**src/smc_pkg.sv**
```systemverilog
package smc_pkg;
  // timing base: 125 MHz clock, 1 ms tick
  localparam int unsigned CLK_HZ          = 125_000_000;
  localparam int unsigned TICK_MS         = 1;
  localparam int unsigned TICK_CYCLES     = CLK_HZ / 1000 * TICK_MS;
  // muting time limit, in seconds
  localparam int unsigned MUTE_MAX_MIN_S  = 1;
  localparam int unsigned MUTE_MAX_MAX_S  = 253;
  localparam int unsigned MUTE_HOUR_S     = 3600;
  localparam int unsigned MUTE_DEF_S      = 30;
  // termination delay, in seconds
  localparam int unsigned DELAY_DEF_S     = 0;
  localparam int unsigned DELAY_MAX_S     = 30;
  localparam int unsigned DELAY_MAX_CMB_S = 195;
  // override clear window
  localparam int unsigned OVR_WIN_S       = 35;
  localparam int unsigned MS_PER_S        = 1000;
  // lamp flash half period
  localparam int unsigned FLASH_HALF_MS   = 250;
  // reset values of the time settings
  localparam logic [7:0]  MUTE_SEL_RST    = 8'h1E;
  localparam logic [7:0]  DELAY_SEL_RST   = 8'h00;
  // selector code 8'hFE picks one hour
  localparam logic [7:0]  MUTE_SEL_HOUR   = 8'hFE;

  typedef enum logic [1:0] {
    SMC_END_NORMAL,
    SMC_END_DELAYED,
    SMC_END_IMMEDIATE,
    SMC_END_COMBINED
  } smc_end_e;
endpackage : smc_pkg

```
**src/smc_muting_controller.sv**
```systemverilog
// How it works
// - mute only on three adjacent sensor pairs
// - muting ends at maximum muting time
// - immediate end disables muting time limit
// - time-stop pauses monitor until sensor change
// - re-mute needs all sensors released together
// - field break after mute kills outputs
// - lamp steady; flashes if one lamp bad
// - no working lamp means no muting
// - after expiry/reset start button overrides
// - override drops if field uncleared 35 s
// - no override in cycle-control mode
// - muting handed between neighbouring sensor pairs
// - delayed end holds muting for set delay
// - delayed mode: back pair, then or with field break
// - immediate end when field clears
// - combined mode ends on field clear early
// - restart interlock needs press and release
`timescale 1ns/10ps
`default_nettype none

module smc_muting_controller #(
  parameter int unsigned TICK_CYCLES = smc_pkg::TICK_CYCLES,
  parameter int unsigned OVR_WIN_MS  = smc_pkg::OVR_WIN_S * smc_pkg::MS_PER_S,
  parameter int unsigned HOUR_MS     = smc_pkg::MUTE_HOUR_S * smc_pkg::MS_PER_S,
  parameter bit          FIXED_LIMIT = 1'b0
) (
  input  wire logic             clk,
  input  wire logic             srst,
  input  wire logic             sensor_front_one,
  input  wire logic             sensor_front_two,
  input  wire logic             sensor_back_one,
  input  wire logic             sensor_back_two,
  input  wire logic             field_clear,
  input  wire logic             time_stop_input,
  input  wire logic             start_button,
  input  wire logic             lamp_int_ok,
  input  wire logic             lamp_ext_ok,
  input  wire logic             restart_interlock,
  input  wire logic             cycle_mode,
  input  wire smc_pkg::smc_end_e end_mode,
  input  wire logic [7:0]       mute_limit_sel,
  input  wire logic [7:0]       end_delay_sel,
  output logic                  outputs_on,
  output logic                  muted,
  output logic                  override_active,
  output logic                  lamp_int_on,
  output logic                  lamp_ext_on
);

  ////////////////////////////////////////////////////////////////////////
  // input synchronisers
  localparam int NIN = 9;
  logic [NIN-1:0] raw;
  logic [NIN-1:0] s1_q;
  logic [NIN-1:0] s2_q;
  assign raw = {sensor_front_one, sensor_front_two, sensor_back_one, sensor_back_two,
                field_clear, time_stop_input, start_button, lamp_int_ok, lamp_ext_ok};

  always_ff @(posedge clk) begin
    if (srst) begin
      s1_q <= '0;
      s2_q <= '0;
    end else begin
      s1_q <= raw;
      s2_q <= s1_q;
    end
  end

  logic       f1, f2, b1, b2, clr, tstop, btn, lint, lext;
  assign {f1, f2, b1, b2, clr, tstop, btn, lint, lext} = s2_q;
  logic [3:0] sens;
  assign sens = {f1, f2, b1, b2};

  logic [3:0] sens_q;
  logic       clr_q;
  logic       btn_q;
  always_ff @(posedge clk) begin
    if (srst) begin
      sens_q <= 4'h0;
      clr_q  <= 1'b0;
      btn_q  <= 1'b0;
    end else begin
      sens_q <= sens;
      clr_q  <= clr;
      btn_q  <= btn;
    end
  end
  logic sens_chg;
  logic btn_rel;
  assign sens_chg = (sens != sens_q);
  assign btn_rel  = btn_q & ~btn;

  ////////////////////////////////////////////////////////////////////////
  // millisecond tick
  logic [$clog2(TICK_CYCLES+1)-1:0] div_q;
  logic                            tick;
  assign tick = (div_q == ($bits(div_q))'(TICK_CYCLES - 1));
  always_ff @(posedge clk) begin
    if (srst || tick) begin
      div_q <= '0;
    end else begin
      div_q <= div_q + 1'b1;
    end
  end

  ////////////////////////////////////////////////////////////////////////
  // pair decode
  function automatic logic pair_active(input logic [3:0] s);
    pair_active = (s[3] & s[2]) | (s[2] & s[1]) | (s[1] & s[0]);
  endfunction : pair_active

  logic any_pair, all_free, lamp_any, back_pair;
  assign any_pair  = pair_active(sens);
  assign all_free  = (sens == 4'h0);
  assign lamp_any  = lint | lext;
  assign back_pair = b1 & b2;

  logic delayed, immed;
  assign delayed = (end_mode == smc_pkg::SMC_END_DELAYED) || (end_mode == smc_pkg::SMC_END_COMBINED);
  assign immed   = (end_mode == smc_pkg::SMC_END_IMMEDIATE) || (end_mode == smc_pkg::SMC_END_COMBINED);

  ////////////////////////////////////////////////////////////////////////
  // limits in milliseconds
  logic [31:0] limit_ms, delay_ms, dly_cap_s;
  always_comb begin
    if (FIXED_LIMIT || mute_limit_sel == smc_pkg::MUTE_SEL_HOUR) begin
      limit_ms = HOUR_MS;
    end else if (mute_limit_sel < 8'(smc_pkg::MUTE_MAX_MIN_S)) begin
      limit_ms = smc_pkg::MUTE_MAX_MIN_S * smc_pkg::MS_PER_S;
    end else if (mute_limit_sel > 8'(smc_pkg::MUTE_MAX_MAX_S)) begin
      limit_ms = smc_pkg::MUTE_MAX_MAX_S * smc_pkg::MS_PER_S;
    end else begin
      limit_ms = 32'(mute_limit_sel) * smc_pkg::MS_PER_S;
    end
  end
  always_comb begin
    dly_cap_s = immed ? smc_pkg::DELAY_MAX_CMB_S : smc_pkg::DELAY_MAX_S;
    if (32'(end_delay_sel) > dly_cap_s) begin
      delay_ms = dly_cap_s * smc_pkg::MS_PER_S;
    end else begin
      delay_ms = 32'(end_delay_sel) * smc_pkg::MS_PER_S;
    end
  end

  ////////////////////////////////////////////////////////////////////////
  // muting state machine
  typedef enum logic [2:0] {
    SMC_RUN, SMC_ARMED, SMC_MUTE, SMC_HOLD, SMC_STOPPED, SMC_OVR
  } smc_state_e;
  smc_state_e st_q;

  logic [31:0] mt_q;
  logic [31:0] dl_q;
  logic [31:0] ov_q;
  logic        resume_q;
  logic        rearm_q;
  logic        broke_q;
  logic        ovr_ok_q;
  logic        waitrel_q;
  logic can_mute, time_out, end_mute;
  assign can_mute = rearm_q & lamp_any & any_pair & (!delayed | back_pair);
  assign time_out = !immed && (mt_q >= limit_ms);
  // a sensor change while muted lifts the pause though time-stop stays applied
  always_ff @(posedge clk) begin
    if (srst || !tstop || st_q != SMC_MUTE) begin
      resume_q <= 1'b0;
    end else if (sens_chg) begin
      resume_q <= 1'b1;
    end
  end
  always_ff @(posedge clk) begin
    if (srst || st_q != SMC_MUTE) begin
      mt_q <= '0;
    end else if (tick && (!tstop || resume_q)) begin
      mt_q <= mt_q + 1'b1;
    end
  end
  always_ff @(posedge clk) begin
    if (srst || st_q != SMC_HOLD) begin
      dl_q <= '0;
    end else if (tick) begin
      dl_q <= dl_q + 1'b1;
    end
  end
  always_ff @(posedge clk) begin
    if (srst || st_q != SMC_OVR) begin
      ov_q <= '0;
    end else if (tick) begin
      ov_q <= ov_q + 1'b1;
    end
  end

  // any end of muting blocks re-entry until all sensors free
  always_ff @(posedge clk) begin
    if (srst) begin
      rearm_q <= 1'b0;
    end else if (all_free) begin
      rearm_q <= 1'b1;
    end else if (st_q == SMC_MUTE || st_q == SMC_HOLD) begin
      if (end_mute) begin
        rearm_q <= 1'b0;
      end
    end
  end

  // override allowed after expiry or power-up, never in cycle mode
  always_ff @(posedge clk) begin
    if (srst) begin
      ovr_ok_q <= 1'b1;
    end else if (st_q == SMC_MUTE && time_out) begin
      ovr_ok_q <= 1'b1;
    end else if (all_free) begin
      ovr_ok_q <= 1'b0;
    end
  end

  always_comb begin
    end_mute = 1'b0;
    if (!lamp_any) begin
      end_mute = 1'b1;
    end else if (st_q == SMC_MUTE) begin
      end_mute = time_out || (!any_pair && !delayed) || (immed && clr && !clr_q && !broke_q);
    end else if (st_q == SMC_HOLD) begin
      end_mute = (dl_q >= delay_ms) || (immed && clr && !clr_q);
    end
  end

  // a field break since muting last ran blocks the immediate end in the first muted cycle
  always_ff @(posedge clk) begin
    if (srst || st_q == SMC_MUTE) begin
      broke_q <= 1'b0;
    end else if (!clr) begin
      broke_q <= 1'b1;
    end
  end

  always_ff @(posedge clk) begin
    if (srst) begin
      st_q      <= SMC_STOPPED;
      waitrel_q <= 1'b0;
    end else begin
      unique case (st_q)
        SMC_RUN: begin
          if (can_mute && (!delayed || !clr)) begin
            st_q <= SMC_MUTE;
          end else if (!clr) begin
            st_q <= SMC_STOPPED;
          end
        end
        SMC_ARMED: begin
          st_q <= SMC_RUN;
        end
        SMC_MUTE: begin
          if (end_mute) begin
            st_q <= clr ? SMC_RUN : SMC_STOPPED;
          end else if (delayed && !any_pair) begin
            st_q <= SMC_HOLD;
          end
        end
        SMC_HOLD: begin
          if (end_mute) begin
            st_q <= clr ? SMC_RUN : SMC_STOPPED;
          end else if (any_pair) begin
            st_q <= SMC_MUTE;
          end
        end
        SMC_STOPPED: begin
          if (btn && !btn_q) begin
            waitrel_q <= 1'b1;
          end
          if (!clr && any_pair && ovr_ok_q && !cycle_mode && btn_rel) begin
            st_q      <= SMC_OVR;
            waitrel_q <= 1'b0;
          end else if (clr && (!restart_interlock || (waitrel_q && btn_rel))) begin
            st_q      <= SMC_ARMED;
            waitrel_q <= 1'b0;
          end else if (!clr && !btn) begin
            waitrel_q <= 1'b0;
          end
        end
        SMC_OVR: begin
          if (clr) begin
            st_q <= SMC_RUN;
          end else if (ov_q >= OVR_WIN_MS) begin
            st_q <= SMC_STOPPED;
          end
        end
        default: st_q <= SMC_STOPPED;
      endcase
    end
  end

  ////////////////////////////////////////////////////////////////////////
  // outputs and lamps
  logic [$clog2(smc_pkg::FLASH_HALF_MS+1)-1:0] fl_cnt_q;
  logic                                         fl_q;
  always_ff @(posedge clk) begin
    if (srst) begin
      fl_cnt_q <= '0;
      fl_q     <= 1'b0;
    end else if (tick) begin
      if (fl_cnt_q == ($bits(fl_cnt_q))'(smc_pkg::FLASH_HALF_MS - 1)) begin
        fl_cnt_q <= '0;
        fl_q     <= ~fl_q;
      end else begin
        fl_cnt_q <= fl_cnt_q + 1'b1;
      end
    end
  end

  logic mute_now, lamp_lvl;
  assign mute_now = (st_q == SMC_MUTE) || (st_q == SMC_HOLD);
  assign lamp_lvl = (lint && lext) ? 1'b1 : fl_q;

  always_ff @(posedge clk) begin
    if (srst) begin
      outputs_on      <= 1'b0;
      muted           <= 1'b0;
      override_active <= 1'b0;
      lamp_int_on     <= 1'b0;
      lamp_ext_on     <= 1'b0;
    end else begin
      outputs_on      <= (st_q == SMC_RUN && clr) || mute_now || st_q == SMC_OVR;
      muted           <= mute_now;
      override_active <= (st_q == SMC_OVR);
      lamp_int_on     <= mute_now & lint & lamp_lvl;
      lamp_ext_on     <= mute_now & lext & lamp_lvl;
    end
  end
endmodule : smc_muting_controller

`default_nettype wire

```
**config.mk**
```make
export PLATFORM = sky130hd
export DESIGN_NAME = smc_muting_controller
export DESIGN_NICKNAME = d
export VERILOG_FILES = /design/src/smc_pkg.sv /design/src/smc_muting_controller.sv
export SDC_FILE = /design/constraint.sdc
export NUM_CORES = 1
export LEC_CHECK = 0
export ABC_CLOCK_PERIOD_IN_PS = 18200
export BUFFER_PORTS_ARGS = -buffer_cell sky130_fd_sc_hd__buf_2
export CORE_UTILIZATION = 56
export DETAILED_ROUTE_END_ITERATION = 8
export GPL_TIMING_DRIVEN = 0
export PLACE_DENSITY = 0.75
export SLEW_MARGIN = 10
export SYNTH_ARGS = -nofsm -noshare
export SYNTH_HDL_FRONTEND = slang
export SYNTH_SLANG_ARGS = --single-unit
```
**constraint.sdc**
```tcl
create_clock -name clk -period 18.2 [get_ports clk]
set_input_delay 5.46 -clock clk [delete_from_list [all_inputs] [get_ports clk]]
set_output_delay 5.46 -clock clk [all_outputs]
set_load 0.05 [all_outputs]
```
After elaboration in Yosys (flattened, before gate mapping)
Index checks and enable logic that the tools add are counted.
Word-level totals
  input port bits: 31
  output and inout port bits: 5
  bits in registers: 159
Operators by class
  equality and inequality tests: 20
  order comparisons: 6
  multiplexer cells: 29
  bitwise operators: 17
  multiply operators: 3
  add/subtract/negate cells: 5
  reductions and logical operators: 58
Operators by type and width (number)
  32-bit by 1-bit adder with 32-bit output (second input constant): 3
  32-bit >= comparator: 2
  18-bit 2-to-1 mux: 3
  8-bit by 7-bit multiplier with 15-bit output (second input constant): 3
  3-bit 2-to-1 mux: 11
  32-bit by 16-bit >= comparator with 1-bit output (second input constant): 1
  22-bit 2-to-1 mux: 1
  1-bit logical AND: 19
  1-bit logical OR: 18
  3-bit case mux with 6 select lines: 1
  17-bit by 1-bit adder with 17-bit output (second input constant): 1
  17-bit == test (second input constant): 1
  8-bit == test (second input constant): 2
  8-bit 2-to-1 mux: 2
  3-bit != test (second input constant): 5
  1-bit bitwise AND: 11
  1-bit zero test: 11
  1-bit 2-to-1 mux: 11
  3-bit by 2-bit != test with 1-bit output (second input constant): 3
  8-bit by 1-bit adder with 8-bit output (second input constant): 1
  8-bit greater-than comparator: 1
  8-bit greater-than comparator (second input constant): 1
  8-bit by 1-bit < comparator with 1-bit output (second input constant): 1
  3-bit by 2-bit == test with 1-bit output (second input constant): 2
  other kinds (14): 23

Longest topological paths before layout
  depth in word-level cells: 13
  mapped depth: 23
  gate-level depth less buffers: 23

Worst setup path after synthesis
OpenSTA, ideal clock, no wires.
  path type: input to register
  from: input mute_limit_sel[0]
  to: register st_q[0]
  library setup time: 0.071 ns
  required time: 18.129 ns
  stages: 23
  setup slack: 7.407 ns
  data arrival time: 10.722 ns
  cells stage by stage: fa_1 -> xor2_1 -> ha_1 -> inv_1 -> fa_1 -> fa_1 -> inv_1 -> ha_1 -> nand2_1 -> o21ai_0 -> o41ai_1 -> o211ai_1 -> o41ai_1 -> xnor2_1 -> o21ai_0 -> ha_1 -> a21oi_1 -> nor2b_1 -> o31ai_1 -> a41oi_1 -> or4_1 -> a211o_1 -> a21oi_1
On the way
  cells in the longest elaborated chain, start to end: 12
RTL lines
  start: declaration: line smc_muting_controller.sv:42  | input wire logic [7:0] mute_limit_sel,
  8-bit by 7-bit multiplier with 15-bit output or 8-bit greater-than comparator (tied branches): line smc_muting_controller.sv:134, smc_muting_controller.sv:131
  18-bit 2-to-1 mux: line smc_muting_controller.sv:131  | end else if (mute_limit_sel > 8'(smc_pkg::MUTE_MAX_MAX_S)) begin
  18-bit 2-to-1 mux: line smc_muting_controller.sv:129  | end else if (mute_limit_sel < 8'(smc_pkg::MUTE_MAX_MIN_S)) begin
  22-bit 2-to-1 mux (*): line smc_muting_controller.sv:127  | if (FIXED_LIMIT || mute_limit_sel == smc_pkg::MUTE_SEL_HOUR) begin
  32-bit >= comparator (*): line smc_muting_controller.sv:163  | assign time_out = !immed && (mt_q >= limit_ms);
  1-bit logical AND (*): line smc_muting_controller.sv:163
  1-bit logical OR (*) (2 in a row): line smc_muting_controller.sv:223  | end_mute = time_out || (!any_pair && !delayed) || (immed && clr && !clr_q && !broke_q);
  1-bit 2-to-1 mux (*): line smc_muting_controller.sv:222  | end else if (st_q == SMC_MUTE) begin
  1-bit 2-to-1 mux (*): line smc_muting_controller.sv:220  | if (!lamp_any) begin
  3-bit by 2-bit != test with 1-bit output (no line) (tied with other cells)
  5-bit AND reduction (no line) or 3-bit case mux with 6 select lines (tied branches)
  end signal: assignment: line smc_muting_controller.sv:256  | st_q <= clr ? SMC_RUN : SMC_STOPPED;
  end signal: assignment: line smc_muting_controller.sv:263  | st_q <= clr ? SMC_RUN : SMC_STOPPED;
  end: declaration: line smc_muting_controller.sv:151  | smc_state_e st_q;
Mark *: on every way between the ends. The rest lies on a longest branch, timed or not.
A chain may end at the register's enable or synchronous reset.

Worst setup path after layout
  from: input end_delay_sel[0]
  to: register st_q[2]
On the way
  cells in the longest elaborated chain, start to end: 9
RTL lines
  start: declaration: line smc_muting_controller.sv:43  | input wire logic [7:0] end_delay_sel,
  8-bit by 7-bit multiplier with 15-bit output or 8-bit greater-than comparator (tied branches): line smc_muting_controller.sv:142, smc_muting_controller.sv:139
  18-bit 2-to-1 mux (*): line smc_muting_controller.sv:139  | if (32'(end_delay_sel) > dly_cap_s) begin
  32-bit >= comparator (*): line smc_muting_controller.sv:225  | end_mute = (dl_q >= delay_ms) || (immed && clr && !clr_q);
  1-bit logical OR (*): line smc_muting_controller.sv:225
  1-bit 2-to-1 mux (*): line smc_muting_controller.sv:224  | end else if (st_q == SMC_HOLD) begin
  1-bit 2-to-1 mux (*): line smc_muting_controller.sv:222
  1-bit 2-to-1 mux (*): line smc_muting_controller.sv:220
  3-bit by 2-bit != test with 1-bit output (no line) (tied with other cells)
  5-bit AND reduction (no line) or 3-bit case mux with 6 select lines (tied branches)
Marks and branches as above.

==> flow_metrics.env <==
export IMPL_ctsHoldBuffers=0
export IMPL_finalCritPeriodShare_pct=62.3
export IMPL_maximum_ir_drop_on_the_vdd_rail_uv=66.1
export IMPL_global_route_peak_usage_layer="met2"
export IMPL_route_detailed_wl_per_inst_um=13.5
export IMPL_floorplan_die_width_um=142
export IMPL_worstPathArrival_ns=11.65
export IMPL_ys_flop_type="sky130_fd_sc_hd__dfxtp_1"
export IMPL_seq_area_frac_synth_pct=29.0
export IMPL_chipHeight_um=142
export IMPL_met2_usage_pct=40.2
export IMPL_worstSkewPairLatency_ns=0.42
export IMPL_grt_met3_usage_pct=3.20
export IMPL_placement_rows=50
export IMPL_power_per_cell_area_nw_per_um2=100
export IMPL_finalNetCount=1551
export IMPL_place_detailed_hpwl_um=16900
export IMPL_gr_total_overflow=0
export IMPL_dpl_cell_count=1587
export IMPL_via_per_inst=5.41
export IMPL_post_layout_min_period_ns=11.33
export IMPL_clk_pin_slew_worst_paths_ns=0.07
export IMPL_final_setup_tns_ns=0
export IMPL_post_layout_nonfiller_instances=1619
export IMPL_cts_tree="yes"
export IMPL_syn_instance_count=1293
export IMPL_rsz0062_at_grt="false"
export IMPL_cts_repair_timing_setup_buffer_count=0
export IMPL_floorplan_io_pins=36
export IMPL_final_antenna_net_count=0
export IMPL_finalPower_w=0.00121
export IMPL_ys_warn_count=0
export IMPL_outcome="finished clean"
export IMPL_syn_to_final_growth_pct=10.3
export IMPL_critical_path_class="input port to register"
export IMPL_core_area_um2=19000
export IMPL_setup_violations_final=0
export IMPL_drc=0
export IMPL_yosysTopAreaCellShare_pct=29.0
export IMPL_flip_flop_and_latch_count_after_synthesis=159
export IMPL_max_slew_margin_pct=48.1
export IMPL_final_max_slew_violation_count=0
export IMPL_cts_repair_resized=0
export IMPL_mappedNetlistNets=1498
export IMPL_port_buffer_count=34
export IMPL_via_count_of_the_first_global_routing_pass=8368
export IMPL_number_of_antenna_violations_at_the_first_check_in_global_routing=0
export IMPL_cell_area_after_synthesis_um2=11000
export IMPL_drt_wl_total_um=21900
export IMPL_dr_first_iter_drc_count=457
export IMPL_total_clock_buffers_created_by_cts=17
export IMPL_maximum_fanout_along_the_worst_path=5
export IMPL_clock_tree_root_cell="sky130_fd_sc_hd__clkbuf_16"
export IMPL_grtUsageTotal_pct=23.1
export IMPL_gp_congestion=0.833
export IMPL_synth_area_top_cells="sky130_fd_sc_hd__dfxtp_1 29%, sky130_fd_sc_hd__ha_1 15%, sky130_fd_sc_hd__fa_1 7.8%, sky130_fd_sc_hd__nor2_1 5.9%, sky130_fd_sc_hd__xnor2_1 5.7%"
export IMPL_die_area_um2=20200
export IMPL_clock_skew_ns=0.00963
export IMPL_floorplan_initialDensity_pct=57.9
export IMPL_hold_viol=0
export IMPL_path_category_of_the_worst_min_delay_check="register to register"
export IMPL_clock_sinks=159
export IMPL_startpoint_types="input port"
export IMPL_syn_mean_instance_area_um2=8.49
export IMPL_post_route_standard_cell_area_excluding_fillers_um2=12100
export IMPL_clock_tree_htree_level_count=4
export IMPL_maximum_clock_insertion_buffer_count=2
export IMPL_max_cap_viol_count=0
export IMPL_static_leakage_nw=4.85
export IMPL_grt_use_met1_pct=29.9
export IMPL_final_layout_size_suffix_gt1_share_pct=6.18
export IMPL_yosys_area_top_type="sky130_fd_sc_hd__dfxtp_1"
export IMPL_insertedDiodeCount=0
export IMPL_vias=8757
export IMPL_finalCoreUtilization_pct=63.9
export IMPL_grt_pass1_wl_um=38100
export IMPL_worst_setup_path_end_kind="register"
export IMPL_placement_cell_area_um2=11500
export IMPL_drt_pre_antenna_iters=5
export IMPL_tightest_slew_ns=0.760
export IMPL_synth_edf_count=0
export IMPL_share_of_synthesized_flip_flops_with_an_asynchronous_set_or_reset_pct=0
export IMPL_achievable_frequency_mhz=88.2
export IMPL_cp_data_required_time_ns=18.52
export IMPL_post_synth_num_cell_types=61
export IMPL_grt_start_max_net_pins=17
## final cells by class
class,instances,area (um2)
tap,260,325
clock inverter,14,199
fill,1599,6850
multi-input combinational,977,7190
inverter,127,477
timing repair buffer,34,170
buffer,30,128
clock buffer,18,439
sequential,159,3180
## flip-flops by register name (all words and copies together), names as in the netlist
signal,cells
fl_q,1
s2_q,9
div_q,17
override_active,1
ovr_ok_q,1
outputs_on,1
s1_q,9
muted,1
mt_q,32
waitrel_q,1
lamp_ext_on,1
lamp_int_on,1
fl_cnt_q,8
st_q,3
dl_q,32
resume_q,1
clr_q,1
broke_q,1
ov_q,32
rearm_q,1
sens_q,4
btn_q,1
## cells by family (layout without fill, tap and decap cells)
kind of cell,after synthesis,count (layout),synth area share (%)
adder cells (fa/ha/maj),174,174,22.8
XOR/XNOR,119,119,9.50
multiplexers,3,3,0.285
AO/OA/AOI/OAI,161,161,9.01
flip-flops,159,159,29.0
AND/OR/NAND/NOR,520,520,23.9
buffers and inverters,157,223,5.51
## metal layers
| layer | up-vias | wire length, um |
|---|---|---|
| met2 | 132 | 10500 |
| li1 | 4502 | - |
| met4 | 0 | 336 |
| met3 | 32 | 581 |
| met1 | 4091 | 10400 |
| met5 | - | 0 |
## path summary, 6_finish.rpt
check                               end  cells past startpoint  slack [ns]              from
worst max register to register  st_q[2]                      8       15.12          dl_q[14]
worst max-delay path            st_q[2]                     23        6.87  end_delay_sel[0]
worst min register to register  s2_q[8]                      1        0.44           s1_q[8]
worst min-delay path            s2_q[8]                      1        0.44           s1_q[8]
## report_power, final
part           internal (W)  total, W  switching [W]
clock              0.000225  0.000386       0.000160
combinational      0.000205  0.000466       0.000261
sequential         0.000356  0.000363     0.00000689
total              0.000786   0.00121       0.000428
## synth_stat cells (13+ instances only)
library cell,count
sky130_fd_sc_hd__or3_1,27
sky130_fd_sc_hd__dfxtp_1,159
sky130_fd_sc_hd__nand4_1,30
sky130_fd_sc_hd__and3_1,15
sky130_fd_sc_hd__ha_1,131
sky130_fd_sc_hd__a21oi_1,48
sky130_fd_sc_hd__nor2b_1,36
sky130_fd_sc_hd__xnor2_1,71
sky130_fd_sc_hd__clkbuf_1,27
sky130_fd_sc_hd__nor4_1,13
sky130_fd_sc_hd__nand2_1,89
sky130_fd_sc_hd__nor3_1,27
sky130_fd_sc_hd__nand3_1,57
sky130_fd_sc_hd__nor2_1,172
sky130_fd_sc_hd__o21ai_0,47
sky130_fd_sc_hd__fa_1,43
sky130_fd_sc_hd__inv_1,126
sky130_fd_sc_hd__xor2_1,48
## stage by stage
stage          hold WS, ns  setup slack [ns]
2_1_floorplan        0.414              7.41
3_3_place_gp         0.419              6.54
3_5_place_dp         0.426              6.53
4_1_cts              0.442              6.92
5_1_grt              0.459              6.51
6_report             0.438              6.87
## cells in the final DEF (no fill, tap or decap), types with 4 or more instances in the layout
cell	instances
sky130_fd_sc_hd__fa_1	43
sky130_fd_sc_hd__o21a_1	7
sky130_fd_sc_hd__nand3_1	57
sky130_fd_sc_hd__o211ai_1	4
sky130_fd_sc_hd__and3_1	15
sky130_fd_sc_hd__a2111oi_0	4
sky130_fd_sc_hd__xor2_1	48
sky130_fd_sc_hd__nor2_1	172
sky130_fd_sc_hd__a31oi_1	8
sky130_fd_sc_hd__clkbuf_1	27
sky130_fd_sc_hd__nor3_1	27
sky130_fd_sc_hd__and4_1	7
sky130_fd_sc_hd__a21oi_1	48
sky130_fd_sc_hd__a211oi_1	10
sky130_fd_sc_hd__nor4_1	13
sky130_fd_sc_hd__ha_1	131
sky130_fd_sc_hd__o31ai_1	7
sky130_fd_sc_hd__xnor2_1	71
sky130_fd_sc_hd__or3_1	27
sky130_fd_sc_hd__inv_1	126
sky130_fd_sc_hd__and2_1	5
sky130_fd_sc_hd__nor2b_1	36
sky130_fd_sc_hd__o41ai_1	4
sky130_fd_sc_hd__nand2_1	89
sky130_fd_sc_hd__nand2b_1	10
sky130_fd_sc_hd__o21ai_0	47
sky130_fd_sc_hd__dfxtp_1	159
sky130_fd_sc_hd__clkbuf_16	17
sky130_fd_sc_hd__or4_1	5
sky130_fd_sc_hd__buf_2	34
sky130_fd_sc_hd__nand4_1	30
sky130_fd_sc_hd__or2_2	7
## worst max-delay path, cell delays in order
cell and delay, ns:
sky130_fd_sc_hd__buf_2 0.14, sky130_fd_sc_hd__fa_1 0.57, sky130_fd_sc_hd__inv_1 0.06, sky130_fd_sc_hd__fa_1 0.54
sky130_fd_sc_hd__fa_1 0.46, sky130_fd_sc_hd__fa_1 0.51, sky130_fd_sc_hd__inv_1 0.04, sky130_fd_sc_hd__ha_1 0.30
sky130_fd_sc_hd__o21ai_0 0.08, sky130_fd_sc_hd__nor2_1 0.19, sky130_fd_sc_hd__nor4_1 0.10, sky130_fd_sc_hd__o31ai_1 0.37
sky130_fd_sc_hd__nor2_1 0.09, sky130_fd_sc_hd__xor2_1 0.16, sky130_fd_sc_hd__o21a_1 0.18, sky130_fd_sc_hd__ha_1 0.19
sky130_fd_sc_hd__a211oi_1 0.20, sky130_fd_sc_hd__nand2_1 0.09, sky130_fd_sc_hd__a2111oi_0 0.59, sky130_fd_sc_hd__a211oi_1 0.29
sky130_fd_sc_hd__o41ai_1 0.67, sky130_fd_sc_hd__o21ai_0 0.17, sky130_fd_sc_hd__and3_1 0.19
Note: power is estimated with default switching activity, not from simulation.
